## src/design/tsc_pkg.sv

```systemverilog
`default_nettype none
package tsc_pkg;
	// ****************************************
	// widths
	// ****************************************
	localparam int unsigned DATA_W = 16;
	localparam int unsigned ADDR_W = 4;
	localparam int unsigned NFLAG = 4;

	// ****************************************
	// register offsets
	// ****************************************
	localparam logic [3:0] TRAP_OFF = 4'h0;
	localparam logic [3:0] STAT_OFF = 4'h4;
	localparam logic [3:0] MASK_OFF = 4'h8;

	// ****************************************
	// field positions in the trap register
	// ****************************************
	localparam int unsigned CLOCK_LOSS_BIT = 1;
	localparam int unsigned STACK_FAULT_BIT = 2;
	localparam int unsigned BAD_ADDRESS_BIT = 3;
	localparam int unsigned MATH_FAULT_BIT = 4;
	localparam int unsigned UPPER_LSB = 5;
	localparam int unsigned UPPER_W = 11;

	// ****************************************
	// reset values
	// ****************************************
	localparam logic [15:0] TRAP_RESET = 16'h0000;
	localparam logic [3:0] FLAG_RESET = 4'h0;
	localparam logic [3:0] MASK_RESET = 4'h0;
	localparam logic [10:0] UPPER_RESET = 11'h000;
endpackage : tsc_pkg
`default_nettype wire

```

## src/design/tsc_flag_if.sv

```systemverilog
`default_nettype none
interface tsc_flag_if #(
	parameter int unsigned N = 4
);
	logic [N-1:0] event_set;
	logic load;
	logic [N-1:0] load_val;
	logic [N-1:0] flags;

	modport bank (
		input event_set,
		input load,
		input load_val,
		output flags
	);
	modport ctrl (
		output event_set,
		output load,
		output load_val,
		input flags
	);
endinterface : tsc_flag_if
`default_nettype wire

```

## src/design/tsc_trap_status_control.sv

```systemverilog
// Decided for this implementation: the strobed register port and the register offsets.
`default_nettype none
// Behaviour
// (RL1) a math fault trap sets the math fault flag at bit 4; with no such trap it stays 0 (here a written 1 at bit 4 sets it too).
// (RL2) a bad address trap sets the bad address flag at bit 3; otherwise it stays 0 (here a written 1 at bit 3 sets it too).
// (RL3) a stack fault trap sets the stack fault flag at bit 2; otherwise it stays 0 (here a written 1 at bit 2 sets it too).
// (RL4) a clock loss trap sets the clock loss flag at bit 1; otherwise it stays 0 (here a written 1 at bit 1 sets it too).
// (RL5) bit 0 has no storage and always reads 0 whatever was written.
// (RL6) each flag stays set until software writes 0 to it, and every field reads 0 after reset.
module tsc_trap_status_control #(
	parameter int unsigned ADDR_W = tsc_pkg::ADDR_W
) (
	input wire logic core_clk_in,
	input wire logic rstn_in,
	input wire logic [ADDR_W-1:0] addr_in,
	input wire logic [15:0] wdata_in,
	input wire logic wr_in,
	input wire logic rd_in,
	input wire logic math_fault_in,
	input wire logic bad_address_in,
	input wire logic stack_fault_in,
	input wire logic clock_loss_in,
	output logic [15:0] rdata_out,
	output logic [3:0] trap_flags_out,
	output logic nest_disable_out,
	output logic irq_out
);
	// ****************************************
	// helpers
	// ****************************************
	// flag vector order: {math, bad address, stack, clock loss}
	function automatic logic [15:0] tsc_place(input logic [3:0] f);
		logic [15:0] w;
		w = 16'h0000;
		w[tsc_pkg::MATH_FAULT_BIT] = f[3];
		w[tsc_pkg::BAD_ADDRESS_BIT] = f[2];
		w[tsc_pkg::STACK_FAULT_BIT] = f[1];
		w[tsc_pkg::CLOCK_LOSS_BIT] = f[0];
		return w;
	endfunction : tsc_place

	function automatic logic [3:0] tsc_pick(input logic [15:0] w);
		return {w[tsc_pkg::MATH_FAULT_BIT], w[tsc_pkg::BAD_ADDRESS_BIT],
			w[tsc_pkg::STACK_FAULT_BIT], w[tsc_pkg::CLOCK_LOSS_BIT]};
	endfunction : tsc_pick

	function automatic logic tsc_hit(input logic [ADDR_W-1:0] a, input logic [3:0] off);
		return (a == ADDR_W'(off));
	endfunction : tsc_hit

	// ****************************************
	// decode
	// ****************************************
	logic hit_trap;
	logic hit_stat;
	logic hit_mask;
	logic trap_wr;
	logic mask_wr;
	logic stat_rd;
	logic [3:0] trap_events;

	assign hit_trap = tsc_hit(addr_in, tsc_pkg::TRAP_OFF);
	assign hit_stat = tsc_hit(addr_in, tsc_pkg::STAT_OFF);
	assign hit_mask = tsc_hit(addr_in, tsc_pkg::MASK_OFF);
	// the slave never stalls, so a strobe and a select make a one-cycle enable
	assign trap_wr = wr_in && hit_trap;
	assign mask_wr = wr_in && hit_mask;
	assign stat_rd = rd_in && hit_stat;
	assign trap_events = {math_fault_in, bad_address_in, stack_fault_in, clock_loss_in}; // RL1 RL2 RL3 RL4

	// ****************************************
	// trap flags
	// ****************************************
	tsc_flag_if #(.N(tsc_pkg::NFLAG)) trap_if ();

	assign trap_if.event_set = trap_events; // RL1 RL2 RL3 RL4
	// a written 1 sets a flag too, so software can raise a trap by hand
	assign trap_if.load = trap_wr; // RL6
	assign trap_if.load_val = tsc_pick(wdata_in); // RL6

	tsc_flag_bank #(
		.N(tsc_pkg::NFLAG),
		.RESET_VAL(tsc_pkg::FLAG_RESET)
	) u_trap_bank (
		.core_clk_in(core_clk_in),
		.rstn_in(rstn_in),
		.port_if(trap_if)
	);

	// ****************************************
	// upper control bits, plain storage
	// ****************************************
	logic [10:0] upper_q;

	always_ff @(posedge core_clk_in) begin
		if (!rstn_in) begin
			upper_q <= tsc_pkg::UPPER_RESET; // RL6
		end else if (trap_wr) begin
			upper_q <= wdata_in[tsc_pkg::UPPER_LSB +: tsc_pkg::UPPER_W];
		end
	end

	// ****************************************
	// interrupt status
	// ****************************************
	// status clears on read; the bank ors new events over the clear
	tsc_flag_if #(.N(tsc_pkg::NFLAG)) stat_if ();

	assign stat_if.event_set = trap_events;
	assign stat_if.load = stat_rd;
	assign stat_if.load_val = tsc_pkg::FLAG_RESET;

	tsc_flag_bank #(
		.N(tsc_pkg::NFLAG),
		.RESET_VAL(tsc_pkg::FLAG_RESET)
	) u_stat_bank (
		.core_clk_in(core_clk_in),
		.rstn_in(rstn_in),
		.port_if(stat_if)
	);

	// ****************************************
	// interrupt mask
	// ****************************************
	logic [3:0] mask_q;
	logic [3:0] pending;

	always_ff @(posedge core_clk_in) begin
		if (!rstn_in) begin
			mask_q <= tsc_pkg::MASK_RESET;
		end else if (mask_wr) begin
			mask_q <= tsc_pick(wdata_in);
		end
	end

	// irq is a level: it holds until the status read or the mask drops it
	assign pending = stat_if.flags & mask_q;

	// ****************************************
	// named flag views
	// ****************************************
	logic math_fault_flag;
	logic bad_address_flag;
	logic stack_fault_flag;
	logic clock_loss_flag;
	logic nest_bit;

	assign math_fault_flag = trap_if.flags[3]; // RL1
	assign bad_address_flag = trap_if.flags[2]; // RL2
	assign stack_fault_flag = trap_if.flags[1]; // RL3
	assign clock_loss_flag = trap_if.flags[0]; // RL4
	assign nest_bit = upper_q[tsc_pkg::UPPER_W-1];

	// ****************************************
	// trap register word
	// ****************************************
	logic [15:0] trap_word;
	logic [15:0] rdata_d;

	// bit 0 is never stored, so it reads 0
	assign trap_word = {upper_q, 5'h00} | tsc_place(trap_if.flags); // RL5

	// ****************************************
	// read mux
	// ****************************************
	always_comb begin
		rdata_d = 16'h0000;
		if (rd_in) begin
			if (hit_trap) begin
				rdata_d = trap_word; // RL5
			end else if (hit_stat) begin
				rdata_d = tsc_place(stat_if.flags);
			end else if (hit_mask) begin
				rdata_d = tsc_place(mask_q);
			end
		end
	end

	// ****************************************
	// read data register
	// ****************************************
	// read data stand one cycle only, zero otherwise
	always_ff @(posedge core_clk_in) begin
		if (!rstn_in) begin
			rdata_out <= tsc_pkg::TRAP_RESET; // RL6
		end else begin
			rdata_out <= rdata_d;
		end
	end

	// ****************************************
	// interrupt line
	// ****************************************
	// irq lags status by one cycle to keep the output a flop
	always_ff @(posedge core_clk_in) begin
		if (!rstn_in) begin
			irq_out <= 1'b0; // RL6
		end else begin
			irq_out <= |pending;
		end
	end

	// ****************************************
	// trap flag copy
	// ****************************************
	// one cycle behind the register, like every other top output
	always_ff @(posedge core_clk_in) begin
		if (!rstn_in) begin
			trap_flags_out <= tsc_pkg::FLAG_RESET; // RL6
		end else begin
			trap_flags_out <= {math_fault_flag, bad_address_flag, stack_fault_flag, clock_loss_flag};
		end
	end

	// ****************************************
	// nesting control copy
	// ****************************************
	always_ff @(posedge core_clk_in) begin
		if (!rstn_in) begin
			nest_disable_out <= 1'b0; // RL6
		end else begin
			nest_disable_out <= nest_bit;
		end
	end
endmodule : tsc_trap_status_control
`default_nettype wire

```

## src/design/tsc_flag_bank.sv

```systemverilog
`default_nettype none
module tsc_flag_bank #(
	parameter int unsigned N = 4,
	parameter logic [N-1:0] RESET_VAL = '0
) (
	input wire logic core_clk_in,
	input wire logic rstn_in,
	tsc_flag_if.bank port_if
);
	// ****************************************
	// sticky flags
	// ****************************************
	logic [N-1:0] flags_q;
	logic [N-1:0] flags_d;

	// event ored in after the load so a set in the clearing cycle survives
	always_comb begin
		flags_d = port_if.load ? port_if.load_val : flags_q;
		flags_d = flags_d | port_if.event_set;
	end

	always_ff @(posedge core_clk_in) begin
		if (!rstn_in) begin
			flags_q <= RESET_VAL;
		end else begin
			flags_q <= flags_d;
		end
	end

	assign port_if.flags = flags_q;
endmodule : tsc_flag_bank
`default_nettype wire

```

## config.mk

```make
export PLATFORM = sky130hd
export DESIGN_NAME = tsc_trap_status_control
export DESIGN_NICKNAME = d
export VERILOG_FILES = /design/src/design/tsc_pkg.sv /design/src/design/tsc_flag_if.sv /design/src/design/tsc_trap_status_control.sv /design/src/design/tsc_flag_bank.sv
export SDC_FILE = /design/constraint.sdc
export NUM_CORES = 1
export LEC_CHECK = 0
export BUFFER_PORTS_ARGS = -buffer_cell sky130_fd_sc_hd__buf_2
export CORE_ASPECT_RATIO = 0.9
export CORE_UTILIZATION = 55
export CTS_BUF_LIST = sky130_fd_sc_hd__clkbuf_8
export DETAILED_ROUTE_END_ITERATION = 16
export MAX_ROUTING_LAYER = met4
export PLACE_DENSITY = 0.85
export SLEW_MARGIN = 10
export SYNTH_ARGS = -nofsm -noshare
export SYNTH_HDL_FRONTEND = slang
export SYNTH_SLANG_ARGS = --single-unit
```

## constraint.sdc

```tcl
create_clock -name core_clk_in -period 2.1 [get_ports core_clk_in]
set_input_delay 0.105 -clock core_clk_in [delete_from_list [all_inputs] [get_ports core_clk_in]]
set_output_delay 0.105 -clock core_clk_in [all_outputs]
set_load 0.1 [all_outputs]
```

; Word level (Yosys, flattened, before mapping)
; Index checks and enable logic that the tools add are counted.
[totals]
mem_bits_rw = 0
latchBits = 0
output_inout_bits = 22
reg_bits = 45
inputBits = 28
rom_bits = 0
mem_count = 0
wordCells = 25
[op_classes]
n_eq_ne = 2
muxes = 5
magnitude_cmp = 0
n_div = 0
bitwise_logic = 4
n_addsub = 0
reduce_logical = 6
multipliers = 0
shift = 0
[op_table]
columns = cell, count
row1 = two-way mux 16 bit, 1
row2 = OR 16 x 5 -> 16 bit, 1
row3 = two-way mux 5 bit, 2
row4 = two-way mux 4 bit, 2
row5 = OR 4 bit, 2
row6 = bitwise AND 4 bit, 1
row7 = equality test 4 x 3 -> 1 bit (second input constant), 1
row8 = equality test 4 bit (second input constant), 1
row9 = logical NOT 4 bit, 1
row10 = OR reduction 4 bit, 1
row11 = logical AND 1 bit, 3
row12 = AND reduction 2 bit, 1

; Logic depth before layout (Yosys ltp)
; Gate-level depths: netlist of run 1.
[logic_depth]
word_depth = 4
depth_mapped = 5
ltp_nobuf = 3

; Cells and area by module
; A second synthesis of run 1 with hierarchy kept.
[hier_totals]
hier_cells = 160
area_unflattened_um2 = 1654.1
[by_module_without_submodules]
columns = mod, area_each_um2, cells_per_inst, seq_area_each_um2, instances
row1 = tsc_trap_status_control, 1343.8, 136, 720.7, 1
row2 = tsc_flag_bank, 155.1, 12, 80.1, 2

; Least setup slack after synthesis of run 1
; Ideal clock, no wire load.
[synth_timing]
kind = input to register
startpoint = input port addr_in[3]
endpoint = register rdata_out[1]
t_arrival_ns = 0.933
required_time_ns = 1.976
cell_stages = 4
n_path_buf = 1
slack_ns = 1.044
setup_time_ns = 0.124
path_cell_list = buf_2 -> or4_4 -> nor2_1 -> nor3_1
[synth_via]
elab_chain_cells = 4
elab_cells_between_ends = 6
cone_classes = eq/ne (2) / mux (3) / reduce/logical (1)
[synth_rtl]
columns = item, line
row1 = from (decl), tsc_trap_status_control.sv:15  ; input wire logic [ADDR_W-1:0] addr_in,
row2 = equality test 4 bit, tsc_trap_status_control.sv:48  ; return (a == ADDR_W'(off));
row3 = two-way mux 5 bit, tsc_trap_status_control.sv:173  ; end else if (hit_mask) begin
row4 = two-way mux 5 bit, tsc_trap_status_control.sv:171  ; end else if (hit_stat) begin
row5 = two-way mux 16 bit (*), tsc_trap_status_control.sv:169  ; if (hit_trap) begin
row6 = to (signal assigned), tsc_trap_status_control.sv:185  ; rdata_out <= tsc_pkg::TRAP_RESET;
row7 = to (signal assigned), tsc_trap_status_control.sv:187  ; rdata_out <= rdata_d;
row8 = to (decl), tsc_trap_status_control.sv:23  ; output logic [15:0] rdata_out,
; Mark *: on every way between the ends. The rest lies on a longest branch, timed or not.
; A chain may end at the register's enable or synchronous reset.

; Worst setup path after layout of run 1
[layout_timing]
startpoint = register rdata_out[7]
endpoint = output port rdata_out[7]
; No word-level cell between the ends.

==> impl_metrics.toml, run 1 <==
[run_status]
status = "completed"

[logic_synthesis]
synthesis.nets = 199
synth_cells = 171
synth-seq-cells = 44
synth_warnings = 0
netlist_area_um2 = 1650
avgSynthCellArea_um2 = 9.67
synth_top_area_share_pct = 53.3
synth-edff-count = 0
post_synth_num_cell_types = 28
synth_most_common_cell = "dfxtp_1"
ys_dominant_reg_cell = "dfxtp_1"
yosys-top-cells-count = "dfxtp_1 (44), nand2_1 (30), and2_1 (15), mux2i_1 (15)"
synth_top_area_cell = "dfxtp_1"
async_flop_share_pct = 0
synth_seq_area_share_pct = 53.3
yosys-top-cells-area = "dfxtp_1 (53%), mux2i_1 (9.1%), nand2_1 (6.8%), and2_1 (5.7%), o21ai_0 (2.4%)"

[layout]
antenna_cells = 0
fill_cells = 234
nets = 243
syn2layout_area_growth_pct = 20.1
fin_cells = 256
multi_input_area_um2 = 698
drive_gt1_share_pct = 27.3
regArea_um2 = 881

[grt]
grt_pass1_wl_um = 5530
first_global_vias = 1314
top_usage_layer = "met2"
grt_use_met1_pct = 26.8
globalRouteTotalUtil_pct = 25.1
grt_util_met2_pct = 41.5
use_met3_pct = 8.65
antenna_found_initial = 0
grt_max_degree = 44
overflow = 0

[setup_path]
setup.worst_path.start_class = "flop"
path_delay_family = "buffers and inverters"
critPathMaxFanout = 1
worst-path-buf-inv = 1
worstRegToRegCells = 3
worst-endpoint-required_ns = 2.00
cp.arrival_ns = 1.04
path_depth = 1
slowest_stage = "buf_2"
cpPeakStageDelay_ns = 0.42
crit_type = "reg2out"
critPathCaptureType = "primary output"
cp_cell_sequence = "buf_2"

[worst_hold_path]
holdPathStages = 3
min_path_type = "in2reg"

[cts]
clk_latency_ns = 0.30
postCtsSetupRepairBufs = 0
clk_path_buf_depth = 2
cts_tree = "built"
cts.sinks = 44
cts_root_buffer = "clkbuf_8"
clk_pin_slew_ns = 0.08
cts_buffers = 5
cts_hold_buf = 0
cts_resized = 0
ctsHtreeMaxLevel = 2

[die]
num_rows = 18
die_w_um = 59.8
core_um2 = 2790
start_util_pct = 59.2
die_y_um = 54.0
die_area_um2 = 3230
io_pins = 50

[placed_design]
io_buffers = 47
place.gp.congestion = 0.798
hpwl_um = 2400
placed_cells = 248

[routing]
wl_per_cell_um = 12.9
vias = 1324
vias_per_cell = 5.17
drt_wl_total_um = 3290
dr.pass1.iters = 5
ant_nets = 0
drt-initial-drc-count = 36
route.detailed.drc = 0

[sta]
max_slew_margin_pct = 62.2
rsz0062_at_grt = "false"
fin_worst_skew_ns = 0.00555
finalMaxSlewViolations = 0
fin_tns_setup_ns = 0
tightest_slew_ns = 0.565
fin_crit_sh_pct = 54.4
finalCriticalPeriod_ns = 1.14
setup_viol = 0
fmax_mhz = 876
hold_viol = 0

[power]
powerDensity_nw_per_um2 = 829
power_leakage_nw = 0.877
ir_drop_v = 0.000513

[flow_run]
drv_cap = 0
sequential cells by signal, summed over array words and instances (netlist names):
name,cells
irq_out,1
trap_flags_out,4
u_stat_bank.port_if.flags,4
rdata_out,15
upper_q,11
u_trap_bank.port_if.flags,4
nest_disable_out,1
mask_q,4
final timing paths:
check,from,end,slack (ns)
worst min register to register,upper_q[3],rdata_out[8],0.46
worst min-delay path,wdata_in[14],upper_q[9],0.04
worst max register to register,u_stat_bank.port_if.flags[2],rdata_out[3],1.21
worst max-delay path,rdata_out[7],rdata_out[7],0.96
cell families (layout without fill, tap and decap cells):
group | Yosys count | in the layout | share of synthesized area [%]
AND/OR/NAND/NOR | 71 | 71 | 22.3
flip-flops | 44 | 44 | 53.3
AO/OA/AOI/OAI | 27 | 27 | 10.6
multiplexers | 15 | 15 | 9.08
buffers and inverters | 13 | 58 | 4.54
other | 1 | 1 | 0.227
area by class of cell:
| type | instances | area share, % |
|---|---|---|
| Inverter | 2 | 0.378 |
| Multi-Input combinational cell | 114 | 35.1 |
| Sequential cell | 44 | 44.3 |
| Clock buffer | 5 | 3.46 |
| Clock inverter | 3 | 1.95 |
| Tap cell | 40 | 2.52 |
| Timing Repair Buffer | 48 | 12.2 |
layout by cell type (no fill, tap or decap):
cell type / Yosys / final
and3_1: 1 / 1
conb_1: 1 / 1
clkbuf_8: 0 / 5
mux2i_1: 15 / 15
o21ai_0: 8 / 8
inv_1: 2 / 3
nor2_1: 8 / 8
nand4bb_1: 1 / 1
bufinv_16: 0 / 1
or4_4: 1 / 1
a22oi_1: 2 / 2
and2_1: 15 / 15
dfxtp_1: 44 / 44
or2_1: 1 / 1
a31oi_1: 6 / 6
or3b_4: 1 / 1
nor3b_1: 1 / 1
nor2_4: 1 / 1
clkinv_2: 0 / 1
nand2_1: 30 / 30
a21oi_1: 2 / 2
nor3_1: 6 / 6
buf_4: 1 / 1
nor3b_2: 1 / 1
a21boi_0: 5 / 5
a2bb2oi_1: 4 / 4
buf_2: 4 / 47
nor2b_1: 4 / 4
per-stage QoR:
stage               instance area, um^2  worst slack [ns]  total power (W)  utilization, %  hold slack [ns]
finish                             1990             0.958          0.00165            71.1           0.0411
global route                       1990             0.866          0.00171            71.1           0.0501
CTS                                1990             0.944          0.00166            71.1           0.0400
detailed placement                 1880             0.709          0.00105            67.3            0.361
global placement                   1880             0.764          0.00104            67.3            0.353
floorplan                          1650              1.04          0.00100               -            0.247
layer usage:
metal / share of wire (%) / vias up / wire length [um]
met4: 2.0 / 0 / 65
met5: 0 / - / 0
met1: 42 / 625 / 1380
li1: - / 660 / -
met2: 51 / 32 / 1680
met3: 5.0 / 7 / 165
power by group:
part           total (W)  leakage, nW  switching (W)  internal (W)
Sequential      0.000865        0.358      0.0000110      0.000854
Clock           0.000618       0.0593       0.000270      0.000348
Combinational   0.000163        0.460       0.000110     0.0000530
Total            0.00165        0.877       0.000391       0.00126
(Power assumes the default switching activity.)
==> inputs of run 2 (changes only) <==
Settings changed: CORE_UTILIZATION 55 to 47, PLACE_DENSITY 0.85 to 0.77.
Clock period 2.1 ns to 1 ns, I/O delays scaled along.
==> impl_metrics.toml, run 2 (synthesis results as in run 1) <==
[die]
die_w_um = 64.5
core_um2 = 3380
die_area_um2 = 3760
num_rows = 20
io_pins = 50
die_y_um = 58.3
start_util_pct = 49.0

[layout]
largest_reg_flops = 15
post-route-util_pct = 74.3
antenna_cells = 0
final_cell_mix = "dfxtp_1 (44), nand2_1 (30), buf_2 (26)"
nets = 262
layout_commonest_cell = "dfxtp_1"
postLayoutCellArea_um2 = 2510
reg_top3 = "rdata_out x15, upper_q x11"
drive_gt1_share_pct = 30.2
syn2layout_area_growth_pct = 51.7
top_register = "rdata_out"

[setup_path]
cpPeakStageDelay_ns = 0.39
r2r-end = "rdata_out[4]"
critPathCaptureType = "primary output"
setup.worst_path.start_class = "flop"
cp.arrival_ns = 0.88
reg2reg_slack_ns = 0.16
worst-path-buf-inv = 1
path_depth = 1
cp_cell_sequence = "buf_12"
worstRegToRegCells = 3
worst-endpoint-required_ns = 0.95
regToRegStartpoint = "u_stat_bank.port_if.flags[3]"
critPathMaxFanout = 1
crit_type = "reg2out"
slowest_stage = "dfxtp_1"
path_delay_family = "flip-flops"

[grt]
grt_pass1_wl_um = 6230
antenna_found_initial = 0
first_global_vias = 1385
overflow = 0
grt_max_degree = 39
globalRouteTotalUtil_pct = 23.5

[cts]
clk_path_buf_depth = 2
clk_latency_ns = 0.30
cts_resized = 0
cts_tree = "built"
cts_buffers = 5
ctsHtreeMaxLevel = 2
clk_pin_slew_ns = 0.09
cts_root_buffer = "clkbuf_8"
postCtsSetupRepairBufs = 0
cts.sinks = 44
cts_hold_buf = 8

[routing]
drt_wl_total_um = 3960
vias_per_cell = 5.14
ant_nets = 0
vias = 1434
route.detailed.drc = 0
dr.pass1.iters = 4
drt-initial-drc-count = 74
wl_per_cell_um = 14.2

[worst_hold_path]
min_path_type = "in2reg"
holdPathEnd = "mask_q[3]"
hold_path_startpoint = "wdata_in[4]"
holdPathStages = 3

[placed_design]
hpwl_um = 2780
place.gp.congestion = 0.932
place_area_um2 = 2310
io_buffers = 47

[run_status]
status = "completed"

[sta]
rsz0062_at_grt = "false"
timing.hold.ws_ns = 0.0117
finalCriticalPeriod_ns = 0.929
finalMaxSlewViolations = 0
fin_crit_sh_pct = 92.9
hold_viol = 0
setup_viol = 0
fmax_mhz = 1080
fin_worst_skew_ns = 0.00729

[flow_run]
drv_cap = 0

[power]
switching_share_pct = 24.2
ir_drop_v = 0.00112
total_power_w = 0.00370
p_int_w = 0.00281
p_switching_w = 0.000895
combPwrFrac_pct = 12.0
power_leakage_nw = 1.03
p_clk_share_pct = 38.7
powerDensity_nw_per_um2 = 1480
power_frac_seq_pct = 49.3
-- run 2: cell types whose count changed in the layout (fill, tap and decap cells not counted) --
cell           delta
buf_12           +23
buf_2            -21
buf_4             +9
dlygate4sd3_1     +8
clkbuf_8          +1
clkinv_2          -1
clkinv_4          +1
inv_1             -1
-- run 2: through the flow --
stage / worst slack [ns] / TNS [ns] / instances
after floorplan: 0.00231 / 0 / 171
after CTS: 0.0575 / 0 / 279
after global routing: 0.0387 / 0 / 279
after detailed placement: -0.158 / -1.87 / 263
final: 0.0712 / 0 / 279
after global placement: -0.100 / -1.26 / 263
-- run 2: routing by layer --
metal / part of all wire (%) / global-route usage, %
met1: 42 / 25.2
met5: 0 / -
met4: 1.9 / 10.5
met3: 5.1 / 6.10
met2: 51 / 40.9
-- run 2: final cells by class --
type                            count  area (um^2)
Sequential cell                    44          881
Fill cell                         237          870
Timing Repair Buffer               67          746
Multi-Input combinational cell    114          698
Clock buffer                        6         82.6
Tap cell                           44         55.1
Clock inverter                      2         38.8
Inverter                            2         7.51
-- run 2: worst max path at each step --
stage / from / to
after global routing: rdata_out[7] / rdata_out[7]
after detailed placement: addr_in[1] / upper_q[10]
final: rdata_out[1] / rdata_out[1]
after global placement: addr_in[1] / upper_q[1]
after floorplan: addr_in[2] / upper_q[0]
after CTS: rdata_out[1] / rdata_out[1]
-- run 2: power groups by stage --
| stage | Clock (W) | Sequential [W] | Combinational, W |
|---|---|---|---|
| after global routing | 0.00153 | 0.00183 | 0.000473 |
| after floorplan | 0 | 0.00194 | 0.000163 |
| after detailed placement | 0 | 0.00187 | 0.000419 |
| after CTS | 0.00145 | 0.00183 | 0.000445 |
| after global placement | 0 | 0.00187 | 0.000406 |
| final | 0.00143 | 0.00183 | 0.000444 |
